`config.mk`:
```
export PLATFORM = sky130hd
export DESIGN_NAME = pprl_port
export DESIGN_NICKNAME = d
export VERILOG_FILES = /design/src/pprl_pkg.sv /design/src/pprl_port.sv
export VERILOG_INCLUDE_DIRS = /design/src /design/src/src
export SDC_FILE = /design/constraint.sdc
export NUM_CORES = 1
export LEC_CHECK = 0
export BUFFER_PORTS_ARGS = -buffer_cell sky130_fd_sc_hd__buf_4
export CORE_MARGIN = 2
export CORE_UTILIZATION = 49
export CTS_CLUSTER_SIZE = 40
export DETAILED_ROUTE_END_ITERATION = 7
export GPL_ROUTABILITY_DRIVEN = 1
export PLACE_DENSITY = 0.75
export SLEW_MARGIN = 0
export SYNTH_ARGS = -nofsm -noshare
export SYNTH_HDL_FRONTEND = slang
export SYNTH_SLANG_ARGS = --single-unit
export TNS_END_PERCENT = 5
```
`constraint.sdc`:
```
create_clock -name ref_clk -period 2.75 [get_ports ref_clk]
set_clock_uncertainty 0.15 [all_clocks]
set_input_delay 0.275 -clock ref_clk [delete_from_list [all_inputs] [get_ports ref_clk]]
set_output_delay 0.275 -clock ref_clk [all_outputs]
set_load 0.05 [all_outputs]
```
`src/pprl_defines.svh`:
```
`ifndef PPRL_DEFINES_SVH
`define PPRL_DEFINES_SVH

// Reset indicator stretch with the PLL bypassed, in clock cycles
`define PPRL_RST_HOLD_CYC 512
// PLL lock base time in microseconds
`define PPRL_PLL_LOCK_US 100
// Clock rate in MHz
`define PPRL_CLK_MHZ 20
// Reset values of the port data (loaded inverted onto the pins) and direction (1 = output)
`define PPRL_DIR_RST 8'h10
`define PPRL_DOUT_RST 8'h10

`endif

```
`src/pprl_pkg.sv`:
```
package pprl_pkg;

    // Joint decode of the three test straps
    typedef enum logic [1:0] {
        PPRL_MODE_FUNC,
        PPRL_MODE_PLL_TEST,
        PPRL_MODE_SELFTEST,
        PPRL_MODE_SCAN
    } pprl_mode_t;

    typedef enum logic [1:0] {
        PPRL_RST_HELD,
        PPRL_RST_STRETCH,
        PPRL_RST_DONE
    } pprl_rst_st_t;

endpackage : pprl_pkg

```
`src/pprl_port.sv`:
```
// What this block does
// - The reset indicator pin is asserted while the external reset input is active.
// - With the PLL bypassed the indicator stays asserted 512 cycles after reset release.
// - With the PLL on the indicator stays asserted 100 us times the VCO to crystal ratio.
// - After reset the indicator pin is left as a driven output, not an input.
// - The four low group C pins each carry one level interrupt request.
// - Level interrupt inputs are asynchronous and pass two flip-flops before use.
// - A level request stays active until its input level changes or its enable is cleared; no self clear.
// - Bit-rate and timer logic is not in this block; crystal domain clocking lives outside it.
// - The three test straps are decoded jointly into a test mode.
`timescale 1ns/10ps
`default_nettype none
`include "pprl_defines.svh"

module pprl_port
    import pprl_pkg::*;
#(
    parameter int RST_HOLD_CYC = `PPRL_RST_HOLD_CYC,
    parameter int LOCK_US = `PPRL_PLL_LOCK_US,
    parameter int CLK_MHZ = `PPRL_CLK_MHZ,
    parameter int VCO_RATIO = 1
)
(
    // Clock and reset
    input wire logic ref_clk,
    input wire logic sys_rst,
    // PLL state
    input wire logic pll_enable,
    // Test straps, active low, asynchronous
    input wire logic pll_test_strap_n,
    input wire logic selftest_strap_n,
    input wire logic scan_strap_n,
    output logic [1:0] test_mode,
    // Core side port data
    input wire logic [7:0] port_group_c_dout,
    input wire logic [7:0] port_group_c_dir,
    input wire logic [7:0] port_group_c_alt_sel,
    input wire logic [7:0] port_group_c_alt_out,
    input wire logic [7:0] port_group_c_alt_oe,
    output logic [7:0] port_group_c_din,
    // Pins; oe_n low means driven
    input wire logic [7:0] port_group_c_i,
    output logic [7:0] port_group_c_o,
    output logic [7:0] port_group_c_oe_n,
    // Level interrupts and reset indicator level
    input wire logic [3:0] level_irq_en,
    output logic [3:0] level_irq_req,
    output logic reset_state_indicator
);

    // Lock stretch count; crystal domain clocking lives outside this block
    localparam int LOCK_CYC = LOCK_US * CLK_MHZ * VCO_RATIO;
    localparam int CNT_W = $clog2((LOCK_CYC > RST_HOLD_CYC ? LOCK_CYC : RST_HOLD_CYC) + 1);

    typedef struct packed {
        logic [7:0] sync1;
        logic [7:0] sync2;
        logic [2:0] strap_s1;
        logic [2:0] strap_s2;
        pprl_rst_st_t rst_st;
        logic [CNT_W-1:0] cnt;
        logic strap_cap;
        pprl_mode_t mode;
        logic [3:0] irq;
        logic [7:0] din;
        logic [7:0] pin_o;
        logic [7:0] pin_oe_n;
        logic ind;
    } pprl_state_t;

    pprl_state_t st_r;
    pprl_state_t st_nxt;

    ////////////////////////////////////////////////////////////////////////////
    always_comb
    begin
        st_nxt = st_r;
        st_nxt.sync1 = port_group_c_i;
        st_nxt.sync2 = st_r.sync1;
        st_nxt.strap_s1 = {pll_test_strap_n, selftest_strap_n, scan_strap_n};
        st_nxt.strap_s2 = st_r.strap_s1;
        st_nxt.din = st_r.sync2;

        // Reset indicator stretch
        case (st_r.rst_st)
            PPRL_RST_HELD:
            begin
                st_nxt.rst_st = PPRL_RST_STRETCH;
                if (pll_enable)
                    st_nxt.cnt = CNT_W'(LOCK_CYC - 1);
                else
                    st_nxt.cnt = CNT_W'(RST_HOLD_CYC - 1);
            end
            PPRL_RST_STRETCH:
            begin
                if (st_r.cnt == '0)
                    st_nxt.rst_st = PPRL_RST_DONE;
                else
                    st_nxt.cnt = st_r.cnt - CNT_W'(1);
            end
            PPRL_RST_DONE:
                st_nxt.rst_st = PPRL_RST_DONE;
            default:
                st_nxt.rst_st = PPRL_RST_HELD;
        endcase
        st_nxt.ind = (st_nxt.rst_st != PPRL_RST_DONE);

        // Straps are caught once, after reset release, when synchronised
        if (!st_r.strap_cap && st_r.rst_st == PPRL_RST_STRETCH)
        begin
            st_nxt.strap_cap = 1'b1;
            case (st_r.strap_s2)
                3'h3: st_nxt.mode = PPRL_MODE_PLL_TEST;
                3'h5: st_nxt.mode = PPRL_MODE_SELFTEST;
                3'h6: st_nxt.mode = PPRL_MODE_SCAN;
                default: st_nxt.mode = PPRL_MODE_FUNC;
            endcase
        end

        // Request follows the synchronised level gated by level_irq_en; nothing clears it else
        st_nxt.irq = st_r.sync2[3:0] & level_irq_en;

        // Pin mux: alternate function wins over general data
        for (int i = 0; i < 8; i++)
        begin
            if (port_group_c_alt_sel[i])
            begin
                st_nxt.pin_o[i] = port_group_c_alt_out[i];
                st_nxt.pin_oe_n[i] = ~port_group_c_alt_oe[i];
            end
            else
            begin
                st_nxt.pin_o[i] = port_group_c_dout[i];
                st_nxt.pin_oe_n[i] = ~port_group_c_dir[i];
            end
        end
        // Indicator pin is forced out until the stretch ends
        if (st_nxt.ind)
        begin
            st_nxt.pin_o[4] = 1'b0;
            st_nxt.pin_oe_n[4] = 1'b0;
        end
    end

    ////////////////////////////////////////////////////////////////////////////
    always_ff @(posedge ref_clk)
    begin
        if (sys_rst)
        begin
            st_r <= '0;
            st_r.rst_st <= PPRL_RST_HELD;
            st_r.ind <= 1'b1;
            st_r.pin_o <= ~(`PPRL_DOUT_RST);
            st_r.pin_oe_n <= ~(`PPRL_DIR_RST);
            // Straps keep sampling through reset so the pair is full at release
            st_r.strap_s1 <= {pll_test_strap_n, selftest_strap_n, scan_strap_n};
            st_r.strap_s2 <= st_r.strap_s1;
        end
        else
        begin
            st_r <= st_nxt;
        end
    end

    assign test_mode = st_r.mode;
    assign port_group_c_din = st_r.din;
    assign port_group_c_o = st_r.pin_o;
    assign port_group_c_oe_n = st_r.pin_oe_n;
    assign level_irq_req = st_r.irq;
    assign reset_state_indicator = st_r.ind;

endmodule : pprl_port
`default_nettype wire

```
Word level (Yosys, flattened, before mapping) --
Cells that the tools add are included.
Operators by class: eq/ne operators 7, shift-type cells 0, $mul 0, $add $sub $neg 1, mux-type cells 22, reduce and logical (&&, ||, !) cells 7, magnitude comparators 0, bitwise logic cells 17, div/mod/pow operators 0
Operator list (count):
- 2-to-1 mux 11 bit | 2
- case mux 11 bit (2 select lines) | 1
- 2-to-1 mux 1 bit | 16
- NOT 1 bit | 16
- case mux 2 bit (3 select lines) | 2
- zero test 11 bit | 1
- subtractor 11 x 1 -> 11 bit, second input constant | 1
- == test 3 bit, second input constant | 2
- AND 4 bit | 1
- != test 2 bit, second input constant | 2
- == test 3 x 2 -> 1 bit, second input constant | 1
- == test 2 x 1 -> 1 bit, second input constant | 1
- == test 2 bit, second input constant | 1
- zero test 2 bit | 1
- 2-to-1 mux 2 bit | 1
- AND reduction 2 bit | 1
- nonzero test 2 bit | 1
- OR reduction 2 bit | 1
- logical AND 1 bit | 1
- zero test 1 bit | 1
Word-level totals: memory bits (read-only) 0, bits in latches 0, bits in registers 67, logic and storage cells 69, RAM bits 0, output and inout bits 31, bits of input ports 58, memories 0

Logic depth before layout (Yosys ltp) --
Gate-level depths: netlist of run 1.
depth in word-level cells 5, mapped depth 7, mapped depth without buffers 6

Worst setup path after synthesis of run 1 --
No wires, ideal clock.
kind reg-to-reg, start point reg st_r[32] in the netlist's numbering, end point reg st_r[39] in the netlist's numbering, slack 821 ps, data required time 2526 ps, library setup time 74 ps, cell stages (with the launch flop) 5, path buffers 0, arrival 1705 ps, cells stage by stage dfxtp_1 > or4_4 > or3_1 > or4_1 > a31oi_1
Between the ends: word-level cells in the longest chain between the ends 3, elaborated cells on any way between the ends 6, classes of those cells add/sub: 1; eq/ne: 1; mux: 2; reduce/logical: 2
Ends and longest elaborated chain:
- start, declared | line pprl_port.sv:71 | pprl_state_t st_r;
- start signal, assigned | line pprl_port.sv:161 | st_r <= st_nxt;
- subtractor 11 x 1 -> 11 bit or zero test 11 bit (tied branches) | line pprl_port.sv:99, pprl_port.sv:96
- 2-to-1 mux 11 bit or != test 2 bit (tied branches)
- case mux 11 bit (2 select lines) or AND reduction 2 bit (tied branches)
Several ways; a longest one is shown, not always the timed one. The select of a mux whose other input is x is not followed. A chain may end at the register's enable or synchronous reset.

Worst setup path in the final report of run 1 --
start point reg st_r[32] in the netlist's numbering, end point reg st_r (netlist bit port_group_c_oe_n[4])
Between the ends: word-level cells in the longest chain between the ends 5
Ends and longest elaborated chain:
- zero test 11 bit | line pprl_port.sv:96 | if (st_r.cnt == '0)
- 2-to-1 mux 2 bit | line pprl_port.sv:96
- case mux 2 bit (3 select lines) | line pprl_port.sv:85 | case (st_r.rst_st)
- != test 2 bit | line pprl_port.sv:106 | st_nxt.ind = (st_nxt.rst_st != PPRL_RST_DONE);
- OR reduction 2 bit (no source line)
Every way passes these cells.

==> results of run 1 <==
[cells in the final DEF, fill, tap and decap left out, types with 4 or more instances in the layout]
| master | count |
|---|---|
| a21oi_1 | 5 |
| a31oi_1 | 7 |
| and2_1 | 4 |
| buf_4 | 90 |
| clkbuf_8 | 9 |
| dfxtp_1 | 67 |
| dlygate4sd3_1 | 22 |
| inv_1 | 5 |
| mux2_2 | 7 |
| mux2i_1 | 8 |
| nand2_1 | 15 |
| nand3_1 | 4 |
| nor2_1 | 13 |
| nor2b_1 | 26 |
| nor3_1 | 5 |
| o21ai_0 | 7 |
| or3_1 | 4 |
[layout make-up]
type | instances | area (um2)
fill | 406 | 1620
clock buffer | 9 | 124
timing repair buffer | 112 | 896
inverter | 6 | 22.5
tap | 70 | 87.6
sequential | 67 | 1340
multi-input combinational | 135 | 878
clock inverter | 7 | 76.3
[worst max path at each step]
stage | cells after the start | start | end | slack [ps]
2_1_floorplan | 4 | st_r[32] | st_r[39] | 820
4_1_cts | 7 | st_r[32] | port_group_c_oe_n[4] | 180
3_5_place_dp | 6 | st_r[32] | st_r[36] | 510
5_1_grt | 7 | st_r[32] | port_group_c_oe_n[4] | 50
3_3_place_gp | 6 | st_r[32] | st_r[36] | 660
6_report | 7 | st_r[32] | port_group_c_oe_n[4] | 130
[power by group]
part / switching (mW) / internal [mW] / leakage (nW)
sequential: 0.0306 / 1.02 / 0.555
combinational: 0.164 / 0.157 / 0.885
clock: 0.381 / 0.424 / 0.0962
total: 0.576 / 1.60 / 1.54
[flip-flops by register name, summed over array words and instances (netlist names)]
| signal | count |
|---|---|
| level_irq_req | 4 |
| port_group_c_din | 8 |
| port_group_c_o | 8 |
| port_group_c_oe_n | 8 |
| reset_state_indicator | 1 |
| st_nxt | 19 |
| st_r | 17 |
| test_mode | 2 |
[through the flow]
| stage | hold WS, ps | worst slack, ps |
|---|---|---|
| 6_report | 11.0 | 129 |
| 5_1_grt | 11.7 | 52.8 |
| 4_1_cts | 0.423 | 178 |
| 3_5_place_dp | 165 | 512 |
| 3_3_place_gp | 160 | 665 |
| 2_1_floorplan | 153 | 821 |
[synthesized netlist by cell type (5+ instances only)]
cell type	count
dfxtp_1	67
buf_4	30
nor2b_1	26
nand2_1	15
nor2_1	13
mux2i_1	8
a31oi_1	7
mux2_2	7
o21ai_0	7
a21oi_1	5
inv_1	5
nor3_1	5
[metal layers]
metal | GRT usage | wire (um) | vias to the layer above
met1 | 0.188 | 1950 | 906
met5 | 0 | 0 | -
met2 | 0.318 | 2590 | 73
li1 | - | - | 981
met3 | 0.0581 | 311 | 15
met4 | 0.120 | 155 | 0
[logic make-up after synthesis]
family	count (synthesis)	share of synthesized area
multiplexers	15	0.0626
buffers and inverters	45	0.126
AND/OR/NAND/NOR	84	0.181
XOR/XNOR	2	0.00690
AO/OA/AOI/OAI	32	0.0852
flip-flops	67	0.528
adder cells (fa/ha/maj)	2	0.00985
[critical path, delay by kind of cell, from the launching register on]
| kind | cells | cell delay, ps |
|---|---|---|
| compound gates | 2 | 460 |
| fa+ha+maj | 1 | 140 |
| simple gates | 2 | 810 |
| flops | 1 | 340 |
| buf+inv | 2 | 650 |
==> run summary, run 1 <==
The run finished with clean final reports. The count of different cell masters after synthesis was 41; the relative slew slack was 0.461. Across the VDD grid, the largest voltage drop is 0.358 mV. In this run, CTS created clock tree buffers numbering 9. After detailed routing, the number of vias per cell comes to 4.86. The share of cells above drive strength 1 was 0.351; the final number of hold-violating endpoints was 0.

The final global-route overflow total is 0, and the minimum clock period is 2620 ps. For the net total in the final layout, the log shows 391. The tools report the hold path endpoint as st_nxt[51]. The number of design rule violations left after detail routing was 0; the number of antenna violations at the first check in global routing was 0. The cell type of the slowest stage on the worst timing path was nor4b_1. The number of antenna diodes in the final layout is 0.

The tools report the final number of max-transition violations as 0. At the pin with the least slew margin, the transition time is 797 ps. The analysis attributes to cell leakage a power of 1.54 nW. Sorting the synthesized cells by area gives the leading types as dfxtp_1 (53%), buf_4 (8.9%), nor2b_1 (6.4%).

Once layout is done, the placed cells without fillers occupy 3430 um2. The async set or reset register ratio after synthesis works out to 0. In this run the critical register-to-register path is captured at port_group_c_oe_n[4]. The tools report the routability congestion estimate as 0.824.

Dividing the synthesized area by the synthesized cell count gives 10.3 um2. For this run, the top clock speed supported by timing is 0.382 GHz. Entering global routing, the biggest net connects 40 pins.

The logs give 0 for the reported max-cap violation count and 0.528 for the fraction of the yosys area taken by sequential cells. At the later pin of the worst-skew pair, clock insertion delay measures 330 ps. The run gives 0 as the post-CTS setup buffer count.

The critical path is of the reg2reg type. For the initial cell density of the core, the log shows 0.504. The min-delay analysis places its worst path in the category in2reg. Once detail routing completed, the nets flagged for antenna violations numbered 0. The number of cells on the worst reg-to-reg path is 7. Number of global-route vias before repair: 1951.

The tools report the buffer type at the clock tree root as clkbuf_8. For this run, the number of Yosys warnings is 0. Number of buffers added on ports: 88.

The startpoint identified for the worst register-to-register timing path is st_r[32]. 89 I/O pins were placed. In this run the number of H-tree levels came out at 3. After floorplanning, the core was sized to cover 5040 um2. The area growth from synthesis to layout is 34.9%. The total wire length after detailed routing was 5010 um; the post-detailed-placement half-perimeter wirelength was 3280 um.

The utilization after layout is 0.679, and the post-detailed-route wirelength per cell is 12.3 um. The number of cells produced by synthesis was 247; the number of sinks on the clock net was 67. In this run, placement finished with an instance count of 368.

In the synthesized netlist the dominant register cell turns out to be dfxtp_1. The floorplan die height works out to 76.0 um. The tools report the setup TNS after final layout as 0 ps. The synthesized design spends more area on one cell type than any other, namely dfxtp_1. For this design the ratio of total power to cell area is 636 nW/um2.

In this run the register-to-register setup slack is 130 ps. Once the clock tree was built, the resizer swapped 0 gates to a different size. Walking the worst path, the cells encountered are inv_1, ha_1, nor4b_1, nand4_1, a21o_1, a211oi_1, dlygate4sd3_1. The arrival time of data at the critical path endpoint is 2750 ps.

The total of flip-flops plus latches after synthesis was 67. The number of nets in the synthesized netlist is 307. The run gives 2 as the maximum count of clock buffers along a single path. The maximum net fanout on the critical path was 5. TritonCTS built the clock tree. Detailed routing inserted a total of 1975 vias.

The hold path startpoint is port_group_c_i[0]. Setup violations remaining at the end of the flow were counted as 0. The placed instances occupy a cell area of 3010 um2. The horizontal die dimension was 76.0 um.

The global-route usage over all layers is 0.182, and the final clock period utilization by the worst path is 0.953. After clock tree synthesis, the flow added hold-fix buffers numbering 22. The number of enable flip-flop cells after synthesis was 0.

The first-pass GRT wire length is 8420 um. The mapped netlist covers 2540 um2. The worst setup path is launched from a flip-flop.

Clock transition at the registers of the reported paths: 70 ps. Area of the die: 5780 um2. The area share of the largest cell type after synthesis was 0.528. STA classifies the critical path endpoint as a flip-flop.

The violation count after the first detailed-route iteration is 43, and the number of detailed-route iterations in the first pass is 4. The required time at the endpoint of the critical path is 2880 ps. For the final non-filler cell total, the log shows 406.

The completed layout was analyzed and its total power is 2.18 mW. The instance count along the most critical hold path was 2; the highest cell delay on the worst timing path was 650 ps. After floorplanning, the core was divided into 26 placement rows.

Setup repair after global routing left no endpoint under its margin.
Power figures use the tool's default switching activity.
==> run 2: changes to the inputs <==
--- a/config.mk
+++ b/config.mk
@@ -7,6 +7,7 @@
 export NUM_CORES = 1
 export LEC_CHECK = 0
 export BUFFER_PORTS_ARGS = -buffer_cell sky130_fd_sc_hd__buf_4
+export CORE_ASPECT_RATIO = 2
 export CORE_MARGIN = 2
 export CORE_UTILIZATION = 49
 export CTS_CLUSTER_SIZE = 40
==> run 2 against run 1 <==
- total power decreased by 4.0%
- largest power group unchanged
- first-iteration DRC count decreased by 14%
- maximum frequency up 3.1%
- non-clock buffer count grew 8
- core utilization grew 0.094 points
- sequential power is essentially flat
- cell count fell by 0.99%
==> run summary, run 2 (synthesized netlist as in run 1, its figures left out) <==
The instance count along the most critical hold path is 3 (+1). The internal power of the cells was 1.52 mW (-5.2%); the first-pass GRT wire length was 7890 um (-6.2%). The net switching power came out at 0.571 mW (-0.75%). The net total in the final layout was 399 (+2.0%); the antenna diode count was 0 (unchanged). For the largest net degree at the start of global routing, the log shows 40 (unchanged).

Post-detailed-route wirelength per cell: 12.3 um (-0.29%). The relative area change from synthesis to final layout was 36.4%. Class of the worst hold path: in2reg.

The horizontal die dimension is 54.9 um (-28%). The tools report the number of sinks on the clock net as 67 (unchanged). The total CTS buffers was 9 (unchanged); the final clock period utilization by the worst path was 0.924 (-0.0286). Setup repair after global routing left no endpoint under its margin. The final standard cell area without fillers is 3460 um2 (+1.1%), and the tightest hold margin is 42.9 ps (+31.9 ps). The power density over the cells is 604 nW/um2 (-5.1%). The logs give 3390 um (+3.5%) for the post-detailed-placement half-perimeter wirelength and 0.159 (+0.012) for the relative contribution of combinational cells to total power. The run finished with clean final reports. The number of global-route vias before repair was 1962 (+0.56%). The tools report the placed instance area as 3000 um2 (-0.25%). The tools report the depth of the CTS H-tree as 3 (unchanged).

The routability congestion estimate was 0.737 (-11%); the flip-flop count of the largest register, all copies and words added was 19 (unchanged). The switching power share of the total was 0.273 (+0.00898). The number of top-level design ports is 89 (unchanged). For the leakage power summed over all cells, the log shows 1.56 nW (+1.8%).

The actual slew at the worst max-slew pin was 718 ps (-78.8 ps); the clock network latency to the later pin of the worst-skew pair was 340 ps (about the same). TritonCTS built the clock tree. The terminus of the critical flop-to-flop path was port_group_c_oe_n[4].

The worst hold path terminates at port_group_c_o[5]. The floorplan die height works out to 106 um (+39%). Category of the most critical setup path: reg2reg. The minimum clock period was 2540 ps (-78.5 ps); the relative slew slack was 0.515 (+0.0533). The post-CTS setup buffer count is 0 (unchanged), and the final global-route overflow total is 0 (unchanged).

For the setup TNS after final layout, the log shows 0 ps (unchanged). The most frequent standard cell in the layout excluding fill and tap cells is buf_4. The logs give 0 (unchanged) for the reported max-cap violation count and 0.338 (-0.031) for the share of total power in the clock network. Detail-routed via count per cell: 4.96 (+2.0%).

The area used by multi-input combinational logic is 878 um2 (unchanged), and the global-route usage over all layers is 0.187 (+0.00457). The fmax is 0.393 GHz (+3.1%). For the initial cell density of the core, the log shows 0.499 (-0.00495). Hold path startpoint: port_group_c_dout[5]. The run gives 5090 um2 (+0.99%) as the area of the core.

The run gives 0 (unchanged) as the final number of hold-violating endpoints. The maximum count of clock buffers along a single path is 2 (unchanged), and the number of design rule violations left after detail routing is 0 (unchanged). The final number of max-transition violations is 0 (unchanged), and the number of antenna violations at the first check in global routing is 0 (unchanged).

The number of placement rows came out at 37 (+42%). The library cells used most frequently in the layout, excluding fill and tap cells, are buf_4 (91), dfxtp_1 (67), dlygate4sd3_1 (29), nor2b_1 (26), nand2_1 (15). The run gives 4950 um (-1.3%) as the total wire length after detailed routing.

The logs give 2680 ps (-70 ps) for the arrival time of data at the critical path endpoint and 37 (-14%) for the violation count after the first detailed-route iteration. Sort of element at the end of the critical path: a flip-flop. The share of cells above drive strength 1 works out to 0.346 (-0.00526). Worst setup slack for register-to-register paths: 210 ps (+80 ps). The number of detailed-route iterations in the first pass was 4 (unchanged); the area of the die was 5810 um2 (+0.61%). The number of buffers added on ports was 88 (unchanged); the fill cell instance count of the final layout was 407 (+0.25%). The tree is rooted in a clkbuf_8. For the sequential fraction of design power, the log shows 0.503 (+0.020).

Clock transition at the registers of the reported paths: 70 ps (about the same). For the required time at the endpoint of the critical path, the log shows 2890 ps (about the same). The total setup violations reported at the end of the flow was 0 (unchanged); the total area of sequential cells was 1340 um2 (unchanged). The maximum net fanout on the critical path works out to 5 (unchanged). For the largest vdd supply drop, the log shows 0.474 mV (+32%).

The worst register-to-register path begins at st_r[32]. The detailed-route via count was 1994 (+0.96%). The utilization after layout is 0.680 (+0.000940), and the number of cells on the worst reg-to-reg path is 7 (unchanged). The number of antenna-violating nets in the routed design came out at 0 (unchanged). STA classifies the critical path startpoint as a flip-flop.
run 2: area by class of cell:
cell class                      count  area share
Clock inverter                      7      0.0152
Multi-Input combinational cell    135       0.254
Clock buffer                        9      0.0358
Inverter                            6     0.00650
Sequential cell                    67       0.387
Tap cell                           58      0.0209
Timing Repair Buffer              120       0.281
run 2: worst max-delay path by stage:
stage / startpoint / endpoint / slack [ps] / cells past startpoint
after global routing: st_r[32] / port_group_c_oe_n[4] / 10 / 7
after floorplan: st_r[32] / st_r[39] / 820 / 4
final: st_r[32] / port_group_c_oe_n[4] / 210 / 7
after CTS: st_r[32] / port_group_c_oe_n[4] / 250 / 7
after global placement: st_r[32] / st_r[36] / 660 / 6
after detailed placement: st_r[32] / st_r[38] / 580 / 6
run 2: critical path, cell delays in order (launching register included):
cell and delay (ps):
dfxtp_1 340, inv_1 90, ha_1 140, nor4b_1 580, nand4_1 180, a21o_1 250, a211oi_1 200, dlygate4sd3_1 570
run 2: power groups by stage:
| stage | logic, mW | clock network, mW | registers [mW] |
|---|---|---|---|
| 2_1_floorplan | 0.210 | 0 | 1.07 |
| 3_3_place_gp | 0.293 | 0 | 1.07 |
| 3_5_place_dp | 0.299 | 0 | 1.07 |
| 4_1_cts | 0.334 | 0.737 | 1.05 |
| 5_1_grt | 0.362 | 0.782 | 1.06 |
| 6_report | 0.333 | 0.707 | 1.05 |
run 2: routing by layer:
layer | GRT usage | vias to the layer above | wire length (um)
met5 | 0 | - | 0
met4 | 0.101 | 0 | 116
met3 | 0.0708 | 12 | 375
met2 | 0.335 | 84 | 2710
met1 | 0.163 | 904 | 1740
li1 | - | 994 | -
run 2: repair_timing:
action | 4_1_cts | 5_1_grt
hold buffers | 29 | 0
endpoints found under the hold margin | 22 | 0
resized for setup | 0 | 0
run 2: metrics by stage:
stage | instances | setup slack (ps) | total power [mW]
after floorplan | 247 | 821 | 1.28
after global placement | 357 | 655 | 1.36
after detailed placement | 357 | 577 | 1.37
after CTS | 402 | 246 | 2.12
after global routing | 402 | 10.1 | 2.20
final | 402 | 208 | 2.09
==> run 3: changes to the inputs <==
==> constraint.sdc (replaced) <==
create_clock -name ref_clk -period 2.8 [get_ports ref_clk]
set_clock_uncertainty 0.15 [all_clocks]
set_input_delay 0.28 -clock ref_clk [delete_from_list [all_inputs] [get_ports ref_clk]]
set_output_delay 0.28 -clock ref_clk [all_outputs]
set_load 0.05 [all_outputs]
==> run 3 against run 2 <==
- critical path depth unchanged
- flip-flop and latch count unchanged
- global-route usage is 0.51 points lower
- clock power up 36%
- sequential share of layout area shrank 0.48 points
- non-clock buffer count down 3
- cell count fell by 0.75%
- critical path type unchanged
- critical endpoint unchanged
==> run summary, run 3 (synthesized netlist as in run 1, its figures left out) <==
For the net total in the final layout, the log shows 396 (-0.75%). The flip-flop count of the largest register, all copies and words added is 19 (unchanged). The tools report the sequential fraction of design power as 0.446 (-0.057).

For the routability congestion estimate, the log shows 0.747 (+1.5%). The logs give 4970 um (+0.34%) for the total wire length after detailed routing and 0.499 (unchanged) for the initial cell density of the core. Leakage power summed over all cells: 1.58 nW (+1.1%). The logs give 878 um2 (unchanged) for the area used by multi-input combinational logic and 5090 um2 (unchanged) for the area of the core. Depth of the CTS H-tree: 3 (unchanged). The total instance count after detailed placement came out at 356 (-0.28%).

The final number of max-transition violations was 0 (unchanged). The library cells used most frequently in the layout, excluding fill and tap cells, are buf_4 (90), dfxtp_1 (67), dlygate4sd3_1 (27), nor2b_1 (26), nand2_1 (15). Clock network latency to the later pin of the worst-skew pair: 330 ps (about the same). The number of sinks on the clock net was 67 (unchanged). For the final non-filler cell total, the log shows 399 (-0.75%). The run gives 0 (unchanged) as the reported max-cap violation count. The clock transition at the registers of the reported paths was 70 ps (about the same). The first-pass GRT wire length was 7490 um (-5.1%); the maximum net fanout on the critical path was 5 (unchanged). The number of design rule violations left after detail routing was 0 (unchanged). The largest vdd supply drop came out at 0.566 mV (+19%). Setup repair after global routing left no endpoint under its margin. The share of cells above drive strength 1 was 0.346 (about the same); the post-detailed-placement half-perimeter wirelength was 3350 um (-1.4%). Floorplan die height: 106 um (unchanged). The final number of hold-violating endpoints is 0 (unchanged). By startpoint and endpoint, the worst setup path is classified as reg2reg. STA classifies the critical path endpoint as a flip-flop. The number of antenna violations at the first check in global routing is 0 (unchanged). The total CTS buffers is 9 (unchanged), and the antenna diode count is 0 (unchanged). The final standard cell area without fillers came out at 3510 um2 (+1.3%). The tree is rooted in a clkbuf_8.

Number of buffers added on ports: 88 (unchanged). For the number of detailed-route iterations in the first pass, the log shows 4 (unchanged). The actual slew at the worst max-slew pin works out to 707 ps (-10.4 ps). The violation count after the first detailed-route iteration was 37 (unchanged). In this run the worst setup path begins at st_r[32].

The final clock period utilization by the worst path is 0.899 (-0.0252). Class of the worst hold path: in2reg. The post-detailed-route wirelength per cell is 12.4 um (+1.1%), and the number of placement rows is 37 (unchanged). The area of the die was 5810 um2 (unchanged); the tightest hold margin was 19.3 ps (-23.7 ps). The detail-routed via count per cell is 4.89 (-1.5%), and the placed instance area is 2990 um2 (-0.25%). The setup TNS after final layout is 0 ps (unchanged), and the post-CTS resize count is 0 (unchanged).

The post-CTS setup buffer count came out at 0 (unchanged). For the largest net degree at the start of global routing, the log shows 40 (unchanged). The relative area change from synthesis to final layout is 38.1%, and the number of antenna-violating nets in the routed design is 0 (unchanged). The logs give 0 (unchanged) for the total setup violations reported at the end of the flow and 1.76 mW (+16%) for the internal power of the cells. The share of total power in the clock network was 0.416 (+0.078). The number of top-level design ports came out at 89 (unchanged).

For the fill cell instance count of the final layout, the log shows 414 (+1.7%). The worst hold path begins at port_group_c_alt_out[1]. The tools report the number of buffers inserted by hold repair at cts as 27 (-6.9%). The logs give 2 (unchanged) for the maximum count of clock buffers along a single path and 0.139 (-0.020) for the relative contribution of combinational cells to total power. Most frequent standard cell in the layout excluding fill and tap cells: buf_4.

The worst setup path is launched from a flip-flop. For the final global-route overflow total, the log shows 0 (unchanged). The arrival time of data at the critical path endpoint was 2650 ps (-30 ps); the net switching power was 0.555 mW (-2.9%). The run gives 1850 (-5.7%) as the number of global-route vias before repair. The run gives 1340 um2 (unchanged) as the total area of sequential cells.

The startpoint identified for the worst register-to-register timing path is st_r[32]. The fmax is 0.397 GHz (+0.96%). The horizontal die dimension works out to 54.9 um (unchanged).

The run finished with clean final reports. The minimum clock period works out to 2520 ps (-24.3 ps). The detailed-route via count was 1950 (-2.2%). TritonCTS built the clock tree. The relative slew slack is 0.522 (+0.00705), and the power density over the cells is 660 nW/um2 (+9.4%). The global-route usage over all layers is 0.182 (-0.00509), and the required time at the endpoint of the critical path is 2930 ps (+40 ps). The switching power share of the total was 0.239 (-0.0336).
[run 3: cell types whose count changed in the layout (fill, tap and decap cells not counted)]
cell           previous run  this run
buf_4                    91        90
bufinv_16                 0         3
clkinv_2                  2         0
clkinv_4                  3         1
dlygate4sd3_1            29        27
inv_6                     1         2
[run 3: path summary, 6_finish.rpt]
kind	cells after the start	endpoint	slack (ps)
setup / recovery	7	port_group_c_oe_n[4]	280
hold / removal	3	port_group_c_o[1]	20
setup reg to reg	7	port_group_c_oe_n[4]	280
hold reg to reg	0	st_r[47]	180
[run 3: layer usage]
layer / track usage / wire length, um / part of all wire / vias up
met5: 0 / 0 / 0 / -
met4: 0.103 / 63 / 0.013 / 0
met1: 0.162 / 1760 / 0.35 / 882
met3: 0.0552 / 354 / 0.071 / 4
li1: - / - / - / 987
met2: 0.328 / 2790 / 0.56 / 77
[run 3: stage by stage]
step | power, mW | setup slack, ps | utilization
floorplan | 1.25 | 871 | -
global placement | 1.34 | 705 | 0.587
detailed placement | 1.34 | 651 | 0.587
CTS | 2.35 | 273 | 0.689
global route | 2.42 | 47.1 | 0.689
finish | 2.32 | 282 | 0.689
[run 3: cell type report]
class | count | share of cell area
sequential | 67 | 0.382
timing repair buffer | 117 | 0.270
multi-input combinational | 135 | 0.250
clock buffer | 9 | 0.0353
clock inverter | 7 | 0.0353
tap | 58 | 0.0207
inverter | 6 | 0.00642
[run 3: worst max-delay path: stages (launching register included)]
cell and delay, ps:
dfxtp_1 340, inv_1 90, ha_1 140, nor4b_1 570, nand4_1 160, a21o_1 260, a211oi_1 200, dlygate4sd3_1 560
[run 3: power groups by stage]
stage               Sequential (mW)  Clock (mW)  Combinational (mW)
floorplan                      1.05           0               0.206
global placement               1.05           0               0.284
detailed placement             1.05           0               0.290
CTS                            1.03       0.995               0.322
global route                   1.04        1.03               0.348
finish                         1.03       0.963               0.322
